==> src/ext_irq_pkg.sv <==
/*
 Package for the external interrupt pin edge detection and debounce block.
 Holds widths, reset values, sense encodings and the per-line config struct.
 Assumes a single 25 MHz core clock shared by every user of these names.
*/
package ext_irq_pkg;

   // Number of external interrupt lines.
   localparam int NUM_LINES_DEF = 8;
   // Width of a debounce prescaler field; tick every 2^(n+1) clocks.
   localparam int PRESC_W = 3;
   // Width of the prescaler counter, wide enough for the largest divide.
   localparam int DIV_W = 9;
   // Width of the per-line transition counter.
   localparam int TCNT_W = 4;
   // Transition count thresholds.
   localparam logic [TCNT_W-1:0] THRESH_LOW  = 4'h4;
   localparam logic [TCNT_W-1:0] THRESH_HIGH = 4'h8;
   // Reset values of the transition counter and the valid pin state.
   localparam logic [TCNT_W-1:0] TCNT_RESET  = 4'h0;
   localparam logic              VALID_RESET = 1'b0;

   // Sense selection of one line.
   typedef enum logic [2:0]
   {
      SENSE_NONE = 3'h0,
      SENSE_RISE = 3'h1,
      SENSE_FALL = 3'h2,
      SENSE_BOTH = 3'h3,
      SENSE_HIGH = 3'h4,
      SENSE_LOW  = 3'h5
   } sense_t;

   // Configuration of one line as software sets it.
   typedef struct packed
   {
      sense_t sense_select;      // Which edge or level sets the flag.
      logic   debounce_enable;   // Route the line through the debouncer.
      logic   filter_enable;     // Filter enable, not acted on by the controller; not combined with debounce.
   } line_cfg_t;

   // Debouncer global settings.
   typedef struct packed
   {
      logic [PRESC_W-1:0] debounce_prescaler; // Tick rate selector.
      logic               bounce_on_tick;     // Check bounces only on ticks.
      logic               state_count_select; // Sync lines 0: four, 1: eight ticks; async four.
   } debounce_cfg_t;

endpackage : ext_irq_pkg

==> src/ext_irq_controller.sv <==
/*
 External interrupt pin edge detection with optional debouncer.
 Assumes pins are synchronous to core_clk; for an undebounced line with an edge
 sense the "asynchronous" path sets the flag combinationally from the pin into the
 flag flop's next value, so it does not wait on a sampling stage; level senses use
 the clocked sample. Sleep handling is outside: this block has no
 sleep input and so keeps detecting in every sleep state. Flags are cleared by
 a per-line clear strobe; a set in the same cycle wins.
*/
// Function
// RL1 - Async bit zero selects synchronous detection
// RL2 - Sync mode flags on sample change
// RL3 - Request clock while any sync line
// RL4 - Async mode sets flag without sampling
// RL5 - Detection keeps working in sleep modes
// RL6 - Debouncer style follows async bit
// RL7 - Prescaler derives low frequency debounce tick
// RL8 - Software debounces only edge senses
// RL9 - Valid state kept, pin sampled continuously
// RL10 - Tick sample differing counts a transition
// RL11 - Bounce resets counter, per clock or tick
// RL12 - Threshold four or eight, async four
// RL13 - Edge validated after threshold passes
// RL14 - Debounced state readable by software; the NMI line's debounced state has no output
// RL15 - Validated edge updates state, maybe flags
// RL16 - Counter and state reset to zero
`timescale 1ns/100ps
`default_nettype none
module ext_irq_controller
   import ext_irq_pkg::*;
#(
   parameter int NUM_LINES = NUM_LINES_DEF
)
(
   // Clock and reset.
   input  wire logic                  core_clk,
   input  wire logic                  resetn,
   // Pins.
   input  wire logic [NUM_LINES-1:0]  ext_irq_pin,
   input  wire logic                  nmi_pin,
   // Configuration.
   input  wire logic [NUM_LINES-1:0]  async_mode_bits,
   input  wire logic                  nmi_async,
   input  wire line_cfg_t             line_cfg [NUM_LINES],
   input  wire line_cfg_t             nmi_cfg,
   input  wire debounce_cfg_t         deb_cfg,
   // Flag clears.
   input  wire logic [NUM_LINES-1:0]  irq_flag_clear,
   input  wire logic                  nmi_flag_clear,
   // Status.
   output logic [NUM_LINES-1:0]       irq_flag_reg,
   output logic                       nonmaskable_flag,
   output logic [NUM_LINES-1:0]       debounced_state_reg,
   output logic                       clock_request
);

   // Refuse configurations the counters cannot serve; the line vectors are
   // sized for at most 32 lines plus the non-maskable line on top.
   if (NUM_LINES < 1 || NUM_LINES > 32)
   begin : g_bad_lines
      $error("NUM_LINES out of range");
   end

   // Lines including the NMI as the top index.
   localparam int L = NUM_LINES + 1;

   logic [L-1:0]       pin_all;        // Pins with the NMI on top.
   logic [L-1:0]       async_all;      // Async bits with the NMI on top.
   line_cfg_t          cfg_all [L];    // Configs with the NMI on top.
   logic [L-1:0]       clr_all;        // Clears with the NMI on top.

   always_comb
   begin
      pin_all   = {nmi_pin, ext_irq_pin};
      async_all = {nmi_async, async_mode_bits};
      clr_all   = {nmi_flag_clear, irq_flag_clear};
      for (int i = 0; i < NUM_LINES; i++)
         cfg_all[i] = line_cfg[i];
      cfg_all[NUM_LINES] = nmi_cfg;
   end

   logic [L-1:0]        sample;          // Latest clocked sample.
   logic [L-1:0]        prev;            // Previous clocked sample.
   logic [L-1:0]        flag;            // Interrupt flags.
   logic [L-1:0]        valid;           // Debounced valid pin state.
   logic [TCNT_W-1:0]   tcnt [L];        // Transition counters.
   logic [DIV_W-1:0]    div;             // Prescaler counter.
   logic                clk_req;         // Registered clock request.
   logic [L-1:0]        next_sample;
   logic [L-1:0]        next_prev;
   logic [L-1:0]        next_flag;
   logic [L-1:0]        next_valid;
   logic [TCNT_W-1:0]   next_tcnt [L];
   logic [DIV_W-1:0]    next_div;
   logic                next_clk_req;
   logic                tick;            // Low frequency tick enable.
   logic [DIV_W-1:0]    div_mask;        // Terminal count of the prescaler.

   // Prescaler: one tick every 2^(field+1) core clocks.
   always_comb
   begin
      div_mask = DIV_W'((1 << (deb_cfg.debounce_prescaler + 1)) - 1); // RL7
      tick     = ((div & div_mask) == div_mask);                       // RL7
      next_div = div + 1'b1;
   end

   // Per-line detection, debounce and flag logic.
   // Every line, the non-maskable one included, runs through the same loop body.
   // Nothing here depends on a sleep state: the block has no sleep input, so
   // detection carries on in Idle and Standby as long as core_clk runs.
   // The filter enable bit is not acted on; software keeps it off when
   // debouncing, so the debouncer alone shapes a debounced line.
   always_comb
   begin
      logic            lvl;
      logic            edge_r;
      logic            edge_f;
      logic            hit;
      logic [TCNT_W-1:0] thr;
      lvl    = 1'b0;
      edge_r = 1'b0;
      edge_f = 1'b0;
      hit    = 1'b0;
      thr    = THRESH_LOW;
      next_sample  = pin_all;                   // RL9
      next_prev    = sample;
      next_valid   = valid;
      next_clk_req = 1'b0;
      for (int i = 0; i < L; i++)
      begin
         next_tcnt[i] = tcnt[i];
         edge_r = 1'b0;
         edge_f = 1'b0;
         // A cleared async bit, the reset default, means clocked detection.
         if (!async_all[i])
            next_clk_req = 1'b1;                // RL1 RL3
         if (cfg_all[i].debounce_enable)
         begin
            // Async style always counts to four.
            // The style is chosen per line by its own async bit.
            if (!async_all[i] && deb_cfg.state_count_select)
               thr = THRESH_HIGH;               // RL6 RL12
            else
               thr = THRESH_LOW;                // RL12
            if (sample[i] == valid[i])
            begin
               if (!deb_cfg.bounce_on_tick || tick)
                  next_tcnt[i] = TCNT_RESET;    // RL11
            end
            else if (tick)
            begin
               if (tcnt[i] + 1'b1 >= thr)       // RL13
               begin
                  next_valid[i] = sample[i];    // RL15
                  next_tcnt[i]  = TCNT_RESET;
                  edge_r = sample[i];
                  edge_f = !sample[i];
               end
               else
                  next_tcnt[i] = tcnt[i] + 1'b1; // RL10
            end
         end
         else if (async_all[i])                 // RL1
         begin
            // Trade-off: the raw pin feeds the flag's next value, so the flag
            // follows one edge after the pin change instead of two.
            // Direct edge from the pin against the last seen level.
            edge_r = pin_all[i] && !sample[i];  // RL4
            edge_f = !pin_all[i] && sample[i];  // RL4
         end
         else
         begin
            edge_r = sample[i] && !prev[i];     // RL2
            edge_f = !sample[i] && prev[i];     // RL2
         end
         // Match the edge or level to the sense setting.
         case (cfg_all[i].sense_select)
            SENSE_RISE: hit = edge_r;
            SENSE_FALL: hit = edge_f;
            SENSE_BOTH: hit = edge_r || edge_f;
            SENSE_HIGH: hit = sample[i];
            SENSE_LOW:  hit = !sample[i];
            default:    hit = 1'b0;
         endcase
         lvl = hit;
         // Set wins over a clear in the same cycle.
         next_flag[i] = lvl || (flag[i] && !clr_all[i]); // RL15
      end
   end

   // Registers; counter and valid state start cleared.
   // The reset branch loads constants only, so a glitch on resetn can never
   // copy a half-settled input into the state. These flops keep running in
   // every sleep state, which keeps detection alive there.
   always_ff @(posedge core_clk or negedge resetn) // RL5
   begin
      if (!resetn)
      begin
         sample  <= '0;
         prev    <= '0;
         flag    <= '0;
         valid   <= {L{VALID_RESET}};           // RL16
         div     <= '0;
         clk_req <= 1'b0;
         for (int i = 0; i < L; i++)
            tcnt[i] <= TCNT_RESET;              // RL16
      end
      else
      begin
         sample  <= next_sample;
         prev    <= next_prev;
         flag    <= next_flag;
         valid   <= next_valid;
         div     <= next_div;
         clk_req <= next_clk_req;
         for (int i = 0; i < L; i++)
            tcnt[i] <= next_tcnt[i];
      end
   end

   // Outputs come straight from flops.
   // Only the ordinary lines leave on the vector ports; the non-maskable line
   // sits on the top index and has its own flag port.
   assign irq_flag_reg        = flag[NUM_LINES-1:0];
   assign nonmaskable_flag    = flag[NUM_LINES];
   assign debounced_state_reg = valid[NUM_LINES-1:0]; // RL14
   assign clock_request       = clk_req;             // RL3

endmodule : ext_irq_controller
`default_nettype wire

==> config.mk <==
export PLATFORM = sky130hd
export DESIGN_NAME = ext_irq_controller
export DESIGN_NICKNAME = d
export VERILOG_FILES = /design/src/ext_irq_pkg.sv /design/src/ext_irq_controller.sv
export SDC_FILE = /design/constraint.sdc
export NUM_CORES = 1
export LEC_CHECK = 0
export ABC_AREA = 1
export ABC_CLOCK_PERIOD_IN_PS = 2100
export CAP_MARGIN = 20
export CORE_MARGIN = 2
export CORE_UTILIZATION = 64
export DETAILED_ROUTE_END_ITERATION = 8
export DONT_BUFFER_PORTS = 1
export GPL_ROUTABILITY_DRIVEN = 0
export GPL_TIMING_DRIVEN = 0
export PLACE_DENSITY = 0.8
export SYNTH_ARGS = -nofsm -noshare
export SYNTH_HDL_FRONTEND = slang
export SYNTH_SLANG_ARGS = --single-unit
==> constraint.sdc <==
create_clock -name core_clk -period 2.1 [get_ports core_clk]
set_input_delay 0.21 -clock core_clk [delete_from_list [all_inputs] [get_ports core_clk]]
set_output_delay 0.21 -clock core_clk [all_outputs]
set_load 0.03 [all_outputs]
==> run_results.csv <==
group,metric,value,unit
logic_synthesis,synth.yosys.warnings,0,
global_route,grt_overflow_total,0,
job,maxCapViolCount,0,
floorplan,die_area,0.00900,mm²
layout,final_common_cell,"nand2_1",
layout,finalNetCount,841,
floorplan,num_rows,33,
setup_path,critPathMaxFanout,3,
sta,layout_setup_ws,-0.0363,ns
layout,areaGrowthSynthToFinish,14.5,%
sta,clock_skew,0.0126,ns
routing,viasPerCell,5.64,
global_route,grt_use_total,27.5,%
layout,final_cell_mix,"nand2_1, inv_1, dfrtp_1",
routing,vias,4757,
setup_path,cpMostUsedCell,"nand2_1",
logic_synthesis,synth.distinct_cells,28,
floorplan,coreArea,0.00809,mm²
global_route,antenna_found_initial,0,
floorplan,die_width,94.9,µm
status,status,"finished, violations left",
sta,hold_violations,84,
sta,holdWs,-0.474,ns
routing,ant_nets,0,
floorplan,dieHeight,94.9,µm
floorplan,start_util,65.3,%
layout,layout-drive-gt1-share,14.4,%
clock_network,cts_buffers,9,
clock_network,clk_latency,0.36,ns
sta,finalSetupViolCount,1,
setup_path,slowest_delay,0.43,ns
logic_synthesis,syn_area,0.00528,mm²
sta,tns,-0.0363,ns
routing,totalWireLength,12.6,mm
logic_synthesis,synth_seq_cells,82,
sta,slew-limit-headroom,52.0,%
clock_network,cts_hold_buf,14,
logic_synthesis,synth-seq-area-share,38.8,%
routing,avgRoutedWirePerCell,14.9,µm
power_and_ir_drop,peakVddDrop,0.467,mV
layout,n_antenna_cell,0,
power_and_ir_drop,power_per_cell_area,744,mW/mm²
sta,rsz0062_at_grt,"true",
setup_path,slowest_stage,"dfrtp_1",
power_and_ir_drop,p_leak,0.00303,µW
clock_network,clk_path_buf_depth,2,
global_route,grt_pass1_vias,4483,
logic_synthesis,syn-instance-count,694,
sta,min_period,2.14,ns
placed_design,hpwl,8.71,mm
sta,tightest_slew,0.719,ns
logic_synthesis,syn_nets,802,
sta,drv_slew,0,
setup_path,cp_num_buf_inv,0,
routing,drtIter0Drc,206,
logic_synthesis,syn_area_per_cell,7.61,µm²
setup_path,worstPathArrival,2.40,ns
clock_network,htree_levels,3,
floorplan,ioPinCount,97,
clock_network,cts_tree,"built",
clock_network,cts_root_buffer,"clkbuf_8",
setup_path,crit_family,"simple AND/OR/NAND/NOR gates",
setup_path,critPathRequiredTime,2.36,ns
setup_path,crit_chain,"ha_4, xnor2_2, ha_1, nand2_1, nand2_1, a21oi_2, nor3_2, nand4_1, nand2_1, nand2_1, nand2_1, nor2_1, nand2_1",
setup_path,start_kind,"register",
setup_path,endpoint_kind,"register",
status,violations,"negative hold slack, negative setup slack",
clock_network,clock_sinks,82,
sta,fmax,0.468,GHz
min_path,hold_class,"in2async",
routing,post-route-drc-count,0,
placed_design,io_buffers,0,
clock_network,clk_pin_slew,0.09,ns
sta,finalCritPeriodShare,102,%
global_route,grt_pass1_wl,19.2,mm
routing,first_pass_iters,5,
setup_path,path_class,"reg2reg",
global_route,grt_max_degree,83,
## logic make-up after synthesis
logic type      count (synthesis)  synth area share, %
simple gates                  347                 30.2
buf+inv                       117                 8.98
compound gates                 84                 9.45
flops                          82                 38.8
xor+xnor                       34                 5.64
fa+ha+maj                      29                 6.87
other cells                     1               0.0710
## cells in the mapped netlist, drive strengths merged
| library cell | number | area, µm² |
|---|---|---|
| nor2 | 41 | 170 |
| xor2 | 23 | 201 |
| nor3 | 19 | 141 |
| o211ai | 9 | 67.6 |
| o21ai | 56 | 314 |
| conb | 1 | 3.75 |
| xnor2 | 11 | 96.3 |
| nand3 | 24 | 125 |
| clkbuf | 1 | 3.75 |
| nand2 | 223 | 850 |
| buf | 10 | 72.6 |
| dfrtp | 82 | 2050 |
| ha | 29 | 363 |
| nand4 | 40 | 307 |
| o31ai | 9 | 67.6 |
| a21oi | 10 | 50.1 |
| inv | 106 | 398 |
## registers in the layout, summed over array words and instances, names as in the netlist
| name | cells |
|---|---|
| prev | 9 |
| div | 9 |
| tcnt | 36 |
| flag | 9 |
| next_prev | 9 |
| clock_request | 1 |
| valid | 9 |
## per-layer routing
metal	vias up	track usage, %	wire length, µm
met2	151	48.3	6380
met3	31	7.02	814
met1	2241	32.7	5090
met4	0	9.66	306
li1	2334	-	-
met5	-	0	0
## repair_timing
item | 4_1_cts | 5_1_grt
hold endpoints to repair | 95 | 82
pin swaps | 1 | 18
cloned | 0 | 0
gates resized for setup | 8 | 28
setup endpoints to repair | 6 | 9
setup buffers | 1 | 13
## path summary, 6_finish.rpt
| check | slack [ns] | depth (start not counted) | to | from |
|---|---|---|---|---|
| setup reg to reg | -0.04 | 13 | flag[2] | tcnt[25] |
| hold reg to reg | 0.48 | 1 | div[0] | div[0] |
| hold / removal | -0.47 | 0 | tcnt[10] | resetn |
| max in group asynchronous | 2.37 | 0 | div[1] | resetn |
| min in group core_clk | -0.01 | 3 | flag[2] | line_cfg[29] |
| setup / recovery | -0.04 | 13 | flag[2] | tcnt[25] |
## report_power, final
part | total (µW) | switching, µW | internal, µW
Clock | 1200 | 595 | 609
Combinational | 1230 | 676 | 555
Sequential | 2070 | 275 | 1790
Total | 4500 | 1550 | 2960
## final cells by class
class	instances	area, µm²
fill	592	2040
sequential	82	2050
clock inverter	5	52.6
inverter	106	398
timing repair buffer	28	245
buffer	11	76.3
tap	105	131
multi-input combinational	495	2940
clock buffer	11	151
## metrics by stage
stage	cell area, µm²	setup WS, ns	cells	power [µW]	utilization, %
floorplan	5280	0.163	694	2820	-
global placement	5410	-0.0638	799	2950	66.9
finish	6050	-0.0363	843	4500	74.8
global route	6050	-0.167	843	4770	74.8
CTS	5800	0.000588	830	4270	71.7
detailed placement	5410	-0.194	799	3040	66.9
Power figures use the tool's default switching activity.
